[config.mk]
export PLATFORM = sky130hd
export DESIGN_NAME = core_status_option_calibration_regs
export DESIGN_NICKNAME = d
export VERILOG_FILES = /design/src/core/core_regs_pkg.sv /design/src/core/core_status_option_calibration_regs.sv /design/src/core/prescale_decode.sv
export SDC_FILE = /design/constraint.sdc
export NUM_CORES = 1
export LEC_CHECK = 0
export BUFFER_PORTS_ARGS = -buffer_cell sky130_fd_sc_hd__buf_2
export CAP_MARGIN = 0
export CORE_ASPECT_RATIO = 0.8
export CORE_MARGIN = 2
export CORE_UTILIZATION = 46
export CTS_BUF_LIST = sky130_fd_sc_hd__clkbuf_8
export DETAILED_ROUTE_END_ITERATION = 12
export PLACE_DENSITY = 0.89
export SLEW_MARGIN = 20
export SYNTH_ARGS = -nofsm -noshare
export SYNTH_HDL_FRONTEND = slang
export SYNTH_SLANG_ARGS = --single-unit
[constraint.sdc]
create_clock -name core_clk -period 1.3 [get_ports core_clk]
set_clock_uncertainty 0.15 [all_clocks]
set_input_delay 0.26 -clock core_clk [delete_from_list [all_inputs] [get_ports core_clk]]
set_output_delay 0.26 -clock core_clk [all_outputs]
set_load 0.02 [all_outputs]
[src/core/core_regs_pkg.sv]
// Package with status and trim offsets, status and option field positions, and reset values of the core status, option and trim registers
package core_regs_pkg;

  // Data file addresses
  localparam logic [4:0] STATUS_ADDR = 5'h03;
  localparam logic [4:0] TRIM_ADDR = 5'h05;

  // Status field positions
  localparam int WAKE_BIT = 7;
  localparam int RSVD_BIT = 6;
  localparam int PAGE_BIT = 5;
  localparam int TO_BIT = 4;
  localparam int PD_BIT = 3;
  localparam int Z_BIT = 2;
  localparam int DC_BIT = 1;
  localparam int C_BIT = 0;

  // Option field positions
  localparam int OPT_WAKE_BIT = 7;
  localparam int OPT_PULL_BIT = 6;
  localparam int OPT_CS_BIT = 5;
  localparam int OPT_EDGE_BIT = 4;
  localparam int OPT_PSA_BIT = 3;
  localparam int OPT_RATE_LSB = 0;

  // Reset values
  localparam logic [7:0] OPTION_RST = 8'hff;
  localparam logic [6:0] TRIM_RST = 7'h7f;
  localparam logic [7:0] STATUS_POR = 8'h18;

  // Program page bases
  localparam logic [9:0] PAGE0_BASE = 10'h000;
  localparam logic [9:0] PAGE1_BASE = 10'h200;

  // ALU operation codes presented by the core
  typedef enum logic [2:0] {
    ALU_NONE,
    ALU_LOGIC,
    ALU_ADD,
    ALU_SUB,
    ALU_RRF,
    ALU_RLF
  } alu_op_t;

  // Reset causes presented with a reset pulse
  typedef enum logic [1:0] {
    RST_POWERUP,
    RST_PIN,
    RST_WATCHDOG,
    RST_WAKE_CHANGE
  } reset_cause_t;

endpackage : core_regs_pkg

[src/core/core_status_option_calibration_regs.sv]
// Status, option and oscillator trim registers of the small controller core
// Operation
// Bit 7 marks reset from pin-change wake
// Bit 5 picks upper or lower program page
// Timeout flag set on power/clear/sleep, cleared on timeout
// Powerdown flag set power/clear, cleared by sleep
// Zero flag follows result equal zero
// Add: digit carry from low nibble
// Subtract: digit carry means no nibble borrow
// Carry on add; no-borrow on subtract
// Rotates load carry with shifted-out bit
// Software leaves bit 6, TO and PD alone
// Option write-only, loaded by option instruction
// Every reset sets option to all ones
// Output pins lose wake and pull-up
// Option bit 7 low enables wake
// Option bit 6 low enables pull-ups
// Option bit 5 picks external timer clock
// Option bit 4 picks falling edge
// Option bit 3 gives prescaler to watchdog
// Rate code divides timer and watchdog
// Trim bits 7:1 signed frequency value
// Trim bit 0 reads zero, resets ones
// Software keeps the loaded trim value
// Flag-updating writes skip Z, DC, C
// Status and trim mapped; option unaddressable
`timescale 1ns/1ps
module core_status_option_calibration_regs #(
  parameter int PINS = 6
) (
  // Clock and reset
  input wire logic core_clk,
  input wire logic rstn,
  // Soft reset pulse with its cause
  input wire logic soft_reset,
  input wire core_regs_pkg::reset_cause_t reset_cause,
  // Data file access from the core
  input wire logic [4:0] file_addr,
  input wire logic file_wr,
  input wire logic [7:0] file_wdata,
  // ALU result and flag update
  input wire core_regs_pkg::alu_op_t alu_op,
  input wire logic [7:0] alu_a,
  input wire logic [7:0] alu_b,
  input wire logic [7:0] alu_result,
  // Special instructions
  input wire logic option_load,
  input wire logic [7:0] work_reg,
  input wire logic watchdog_clear_instr,
  input wire logic sleep_instr,
  input wire logic watchdog_timeout,
  // Pin direction bits, 1 means input
  input wire logic [PINS-1:0] pin_direction_bits,
  // Register read data
  output logic [7:0] file_rdata,
  // Control outputs
  output logic [9:0] page_base,
  output logic program_page_select,
  output logic [PINS-1:0] wake_enable,
  output logic [PINS-1:0] pullup_enable,
  output logic timer_clock_source_sel,
  output logic timer_edge_sel,
  output logic timer_pin_override,
  output logic prescaler_assign,
  output logic [2:0] prescaler_rate,
  output logic [7:0] timer_tap,
  output logic [7:0] wdt_tap,
  output logic [6:0] osc_trim
);

  // All state of the block
  typedef struct packed {
    logic [7:0] status;
    logic [7:0] option;
    logic [6:0] trim;
    logic [7:0] rdata;
    logic [9:0] page_base;
    logic [PINS-1:0] wake_en;
    logic [PINS-1:0] pull_en;
    logic [7:0] timer_tap;
    logic [7:0] wdt_tap;
  } state_t;

  state_t cur_ff;
  state_t nxt_ff;
  logic [7:0] dec_timer_tap;
  logic [7:0] dec_wdt_tap;

  // Prescaler tap decode from the option register
  prescale_decode #(
    .TAPS(8)
  ) u_decode (
    .rate(cur_ff.option[2:0]),
    .assign_wdt(cur_ff.option[core_regs_pkg::OPT_PSA_BIT]),
    .timer_tap(dec_timer_tap),
    .wdt_tap(dec_wdt_tap)
  );

  // Next-state logic
  always_comb begin
    logic [4:0] nib;
    logic [8:0] wide;
    logic flag_op;
    nib = 5'h00;
    wide = 9'h000;
    flag_op = 1'b0;
    nxt_ff = cur_ff;
    if (soft_reset) begin
      // option all ones
      nxt_ff.option = core_regs_pkg::OPTION_RST;
      nxt_ff.trim = core_regs_pkg::TRIM_RST;
      // wake cause flag
      nxt_ff.status[core_regs_pkg::WAKE_BIT] = (reset_cause == core_regs_pkg::RST_WAKE_CHANGE);
      nxt_ff.status[core_regs_pkg::RSVD_BIT] = 1'b0;
      nxt_ff.status[core_regs_pkg::PAGE_BIT] = 1'b0;
      if (reset_cause == core_regs_pkg::RST_POWERUP) begin
        nxt_ff.status[core_regs_pkg::TO_BIT] = 1'b1;
        nxt_ff.status[core_regs_pkg::PD_BIT] = 1'b1;
      end
      // timeout reset clears flag
      if (reset_cause == core_regs_pkg::RST_WATCHDOG) begin
        nxt_ff.status[core_regs_pkg::TO_BIT] = 1'b0;
      end
    end else begin
      flag_op = (alu_op != core_regs_pkg::ALU_NONE);
      // status and trim writes at fixed addresses
      if (file_wr && file_addr == core_regs_pkg::STATUS_ADDR) begin
        nxt_ff.status[core_regs_pkg::WAKE_BIT] = file_wdata[core_regs_pkg::WAKE_BIT];
        nxt_ff.status[core_regs_pkg::PAGE_BIT] = file_wdata[core_regs_pkg::PAGE_BIT];
        // flag writes suppressed
        if (!flag_op) begin
          nxt_ff.status[2:0] = file_wdata[2:0];
        end
      end
      // trim holds signed value
      if (file_wr && file_addr == core_regs_pkg::TRIM_ADDR) begin
        nxt_ff.trim = file_wdata[7:1];
      end
      // option loaded from working register
      if (option_load) begin
        nxt_ff.option = work_reg;
      end
      // zero flag
      if (alu_op == core_regs_pkg::ALU_LOGIC || alu_op == core_regs_pkg::ALU_ADD
          || alu_op == core_regs_pkg::ALU_SUB) begin
        nxt_ff.status[core_regs_pkg::Z_BIT] = (alu_result == 8'h00);
      end
      // add digit carry and R8 add carry
      if (alu_op == core_regs_pkg::ALU_ADD) begin
        nib = {1'b0, alu_a[3:0]} + {1'b0, alu_b[3:0]};
        wide = {1'b0, alu_a} + {1'b0, alu_b};
        nxt_ff.status[core_regs_pkg::DC_BIT] = nib[4];
        nxt_ff.status[core_regs_pkg::C_BIT] = wide[8];
      end
      // subtract digit no-borrow and R8 subtract no-borrow
      if (alu_op == core_regs_pkg::ALU_SUB) begin
        nxt_ff.status[core_regs_pkg::DC_BIT] = (alu_a[3:0] >= alu_b[3:0]);
        nxt_ff.status[core_regs_pkg::C_BIT] = (alu_a >= alu_b);
      end
      // rotate through carry
      if (alu_op == core_regs_pkg::ALU_RRF) begin
        nxt_ff.status[core_regs_pkg::C_BIT] = alu_a[0];
      end
      if (alu_op == core_regs_pkg::ALU_RLF) begin
        nxt_ff.status[core_regs_pkg::C_BIT] = alu_a[7];
      end
      // watchdog clear and sleep
      if (watchdog_clear_instr) begin
        nxt_ff.status[core_regs_pkg::TO_BIT] = 1'b1;
        nxt_ff.status[core_regs_pkg::PD_BIT] = 1'b1;
      end
      if (sleep_instr) begin
        nxt_ff.status[core_regs_pkg::TO_BIT] = 1'b1;
        nxt_ff.status[core_regs_pkg::PD_BIT] = 1'b0;
      end
      // timeout clears flag
      if (watchdog_timeout) begin
        nxt_ff.status[core_regs_pkg::TO_BIT] = 1'b0;
      end
    end
    // read mux, option has no address
    unique case (file_addr)
      core_regs_pkg::STATUS_ADDR: nxt_ff.rdata = nxt_ff.status & 8'hbf;
      // trim bit 0 reads zero
      core_regs_pkg::TRIM_ADDR: nxt_ff.rdata = {nxt_ff.trim, 1'b0};
      default: nxt_ff.rdata = 8'h00;
    endcase
    // page base
    nxt_ff.page_base = nxt_ff.status[core_regs_pkg::PAGE_BIT] ? core_regs_pkg::PAGE1_BASE
                                                            : core_regs_pkg::PAGE0_BASE;
    // outputs lose wake and pull-up
    nxt_ff.wake_en = pin_direction_bits & {PINS{!nxt_ff.option[core_regs_pkg::OPT_WAKE_BIT]}};
    nxt_ff.pull_en = pin_direction_bits & {PINS{!nxt_ff.option[core_regs_pkg::OPT_PULL_BIT]}};
    // prescaler taps
    nxt_ff.timer_tap = dec_timer_tap;
    nxt_ff.wdt_tap = dec_wdt_tap;
  end

  // State register
  always_ff @(posedge core_clk or negedge rstn) begin
    if (!rstn) begin
      cur_ff <= '{status: core_regs_pkg::STATUS_POR, option: core_regs_pkg::OPTION_RST,
                  trim: core_regs_pkg::TRIM_RST, rdata: 8'h00, page_base: core_regs_pkg::PAGE0_BASE,
                  wake_en: '0, pull_en: '0, timer_tap: 8'h00, wdt_tap: 8'h80};
    end else begin
      cur_ff <= nxt_ff;
    end
  end

  // Outputs straight from flops
  assign file_rdata = cur_ff.rdata;
  assign page_base = cur_ff.page_base;
  assign program_page_select = cur_ff.status[core_regs_pkg::PAGE_BIT];
  assign wake_enable = cur_ff.wake_en;
  assign pullup_enable = cur_ff.pull_en;
  // timer source and edge
  assign timer_clock_source_sel = cur_ff.option[core_regs_pkg::OPT_CS_BIT];
  assign timer_pin_override = cur_ff.option[core_regs_pkg::OPT_CS_BIT];
  assign timer_edge_sel = cur_ff.option[core_regs_pkg::OPT_EDGE_BIT];
  assign prescaler_assign = cur_ff.option[core_regs_pkg::OPT_PSA_BIT];
  assign prescaler_rate = cur_ff.option[2:0];
  assign timer_tap = cur_ff.timer_tap;
  assign wdt_tap = cur_ff.wdt_tap;
  assign osc_trim = cur_ff.trim;

endmodule : core_status_option_calibration_regs

[src/core/prescale_decode.sv]
// Decoder from the prescaler rate code to per-bit taps for timer and watchdog
`timescale 1ns/1ps
module prescale_decode #(
  parameter int TAPS = 8
) (
  // Rate and assignment
  input wire logic [2:0] rate,
  input wire logic assign_wdt,
  // One-hot taps
  output logic [TAPS-1:0] timer_tap,
  output logic [TAPS-1:0] wdt_tap
);

  // Timer divides by 2^(rate+1), watchdog by 2^rate, each only when assigned
  genvar i;
  generate
    for (i = 0; i < TAPS; i++) begin : g_tap
      assign timer_tap[i] = !assign_wdt && (rate == 3'(i));
      assign wdt_tap[i] = assign_wdt && (rate == 3'(i));
    end
  endgenerate

endmodule : prescale_decode

==> qor.csv <==
stage,metric,value,unit
synthesis,Synthesis Warnings,0,
cells_and_area,number of diodes,0,
die,row cnt,27,
power_and_ir_drop,VDD IR max,528,uV
timing,setup tns final,-2.30,ns
die,Initial Utilization,0.469,
critical_path,Reg2Reg Depth,3,
synthesis,asr flop ratio synth,1.00,
routing,routed wire length,8.20,mm
synthesis,top post-synthesis cells by area,"dfrtp_1, dfstp_2, buf_4",
synthesis,syn_area_per_cell,10.2,um2
synthesis,Yosys top cell by area,dfrtp_1,
cts,clock tree root driver cell,clkbuf_8,
placement,GPL Wtd Cong,0.841,
critical_path,Setup crit end,file_rdata[1]$_DFF_PN0_,
critical_path,Setup CP Type,in2reg,
timing,Slew Limit Fails,0,
critical_path,Critical Path End Type,flip-flop,
cts,CTS tree,yes,
cells_and_area,area delta synth->final,44.9,%
critical_path,launching point of the worst reg2reg path,cur_ff[64]$_DFF_PN1_,
power_and_ir_drop,static leakage,2.32,nW
hold_path,Hold WC Path Type,in2reg,
die,total die area,7610,um2
critical_path,r2r setup slk,0.03,ns
routing,routed vias/inst,5.05,
timing,Fmax,0.694,GHz
critical_path,CP Launch Type,input port,
routing,post-route ant nets,0,
routing,Detailed Route Iter0 Violations,74,
cells_and_area,Final nets,514,
synthesis,Post-synth top flop,dfrtp_1,
die,Core ar.,6790,um2
timing,Final Hold Fails,0,
timing,"Setup violations, final",28,
timing,post-route setup slack,-0.141,ns
power_and_ir_drop,Power Total,4.80,mW
critical_path,Worst Path Required,1.40,ns
grt,first-pass GRT wire length,13.2,mm
routing,wire per inst,15.6,um
timing,RSZ-0062 raised after global routing,true,
timing,minimum clock period,1.44,ns
critical_path,Critical Path Slowest Stage Cell,or3b_4,
grt,overall routing resource usage,0.219,
routing,DRC,0,
synthesis,register area share after synthesis,0.463,
die,Ports,125,
cts,"CTS clk-pin slew, worst paths",0.07,ns
critical_path,CP startpoint,file_addr[4],
cells_and_area,fraction of layout cells with a size suffix above 1,0.540,
status,failing checks,setup timing,
timing,fin crit share,1.11,
synthesis,synthesized flop and latch total,58,
grt,remaining global-route overflow,0,
cts,maximum root-to-sink buffer count,2,
critical_path,"slowest stage delay, CP",0.43,ns
synthesis,Post-synth EDFFs,0,
critical_path,CP arrival,1.54,ns
cts,CTS H-Tree Depth,3,
critical_path,reg-to-reg endpoint,file_rdata[3]$_DFF_PN0_,
placement,hpwl dp,5.75,mm
routing,vias,2656,
status,status,finished with violations,
synthesis,synthesized area,3190,um2
flow_run,Max Cap Viol,0,
power_and_ir_drop,P per Cell Area,1040,nW/um2
timing,Final Hold Slack,0.0133,ns
critical_path,"critical path, cell by cell","buf_8, or3b_4, nor2_4, mux2i_1, a41oi_2, o2bb2ai_2",
synthesis,Yosys top cell area share,0.314,
cts,CTS sink count,58,
grt,largest net degree at the start of global routing,29,
placement,DP Worst Slack,-0.500,ns
die,die outline height,78.4,um
placement,port buffer count,115,
synthesis,"Distinct cells, synth",43,
cts,clk_lat worst skew,0.33,ns
cells_and_area,# fillers,487,
cts,CTS Buf Count,9,
die,Die W,97.0,um
grt,vias in the first global route,2811,
grt,antenna violations before repair,0,
synthesis,Cells after Synth,311,
critical_path,Worst Path Max Fanout,4,
routing,First-pass DRT Iterations,4,
[final cells by class]
type | instances | area [um2] | area share
Clock buffer | 12 | 165 | 0.0358
Tap cell | 87 | 109 | 0.0236
Clock inverter | 4 | 72.6 | 0.0157
Multi-Input combinational cell | 182 | 1480 | 0.320
Sequential cell | 58 | 1470 | 0.319
Inverter | 15 | 63.8 | 0.0138
Timing Repair Buffer | 168 | 1260 | 0.272
[cell usage after synthesis (all sizes together) (4+ instances only)]
library cell   n
a22o           4
nand3b         4
dfrtp         40
and2          12
o21ai          7
a211oi         4
ha            16
nand3         10
nor3           9
nor2          25
inv           15
buf           61
mux2i         13
nand2b         7
a21oi         11
nor4           4
nor2b          5
dfstp         18
nand2         19
[cells in the final DEF (no fill, tap or decap), types with 4 or more instances in the layout]
| master | count |
|---|---|
| dfrtp_1 | 40 |
| buf_4 | 35 |
| nand2b_1 | 4 |
| ha_4 | 4 |
| clkbuf_8 | 12 |
| buf_6 | 26 |
| nand3b_1 | 4 |
| nor3_1 | 6 |
| o21ai_0 | 5 |
| nor4_1 | 4 |
| mux2i_1 | 13 |
| nand3_4 | 4 |
| ha_1 | 12 |
| nor2_1 | 23 |
| buf_2 | 89 |
| buf_12 | 6 |
| and2_1 | 10 |
| dlygate4sd3_1 | 9 |
| a21oi_1 | 8 |
| conb_1 | 9 |
| dfstp_2 | 18 |
| nand2_1 | 18 |
| inv_1 | 14 |
[sequential cells by signal, summed over array words and instances (netlist names)]
signal / cells
wdt_tap: 8
prescaler_assign: 1
osc_trim: 7
timer_tap: 8
pullup_enable: 6
timer_clock_source_sel: 1
file_rdata: 8
cur_ff: 8
program_page_select: 1
timer_edge_sel: 1
prescaler_rate: 3
wake_enable: 6
[report_power, final]
part           total (mW)  switching (mW)  leakage [nW]  internal [mW]
registers            1.95          0.0429         0.731           1.91
logic               0.915           0.487          1.47          0.428
clock network        1.93           0.701         0.119           1.23
total                4.80            1.23          2.32           3.57
[per-stage QoR]
stage                     cell area, um2  utilization  cells
after floorplan                     3300            -    319
after global routing                4620        0.680    526
final                               4620        0.680    526
after detailed placement            3860        0.568    491
after global placement              3860        0.568    491
after CTS                           4450        0.656    523
[worst max-delay path: cells and delay by family]
family | cells | cell delay (ns)
simple gates | 2 | 0.61
compound gates | 2 | 0.35
mux | 1 | 0.23
buf+inv | 1 | 0.10
[repair_timing]
item,4_1_cts,5_1_grt
hold buffers,9,0
setup endpoints to repair,29,53
buffers inserted,7,4
gates resized for setup,58,33
hold endpoints to repair,54,0
pin swaps,20,10
[how the worst min path moves through the flow]
stage                           from                       endpoint  slack [ns]  cells past startpoint
2_1_floorplan                   rstn           cur_ff[61]$_DFF_PN0_       -0.19                      0
3_3_place_gp                    rstn           wdt_tap[0]$_DFF_PN0_       0.008                      1
3_5_place_dp                    rstn         timer_tap[2]$_DFF_PN0_        0.01                      1
4_1_cts                  work_reg[4]     timer_edge_sel$_DFFE_PN1P_      0.0006                      3
5_1_grt        pin_direction_bits[3]     pullup_enable[3]$_DFF_PN0_        0.03                      2
6_report                 work_reg[0]  prescaler_rate[0]$_DFFE_PN1P_        0.01                      3
[cell families after synthesis]
group	share of synthesized area
AOI/OAI and AO/OA	0.0825
buffers and inverters	0.161
adders and majority gates	0.0628
DFF	0.463
other	0.00118
and+or+nand+nor	0.189
muxes	0.0408
[per-layer routing]
metal | GRT usage | wire [um]
met1 | 0.242 | 3130
met2 | 0.396 | 4270
met3 | 0.0623 | 652
met4 | 0.0930 | 147
met5 | 0 | 0
(Power assumes the default switching activity.)
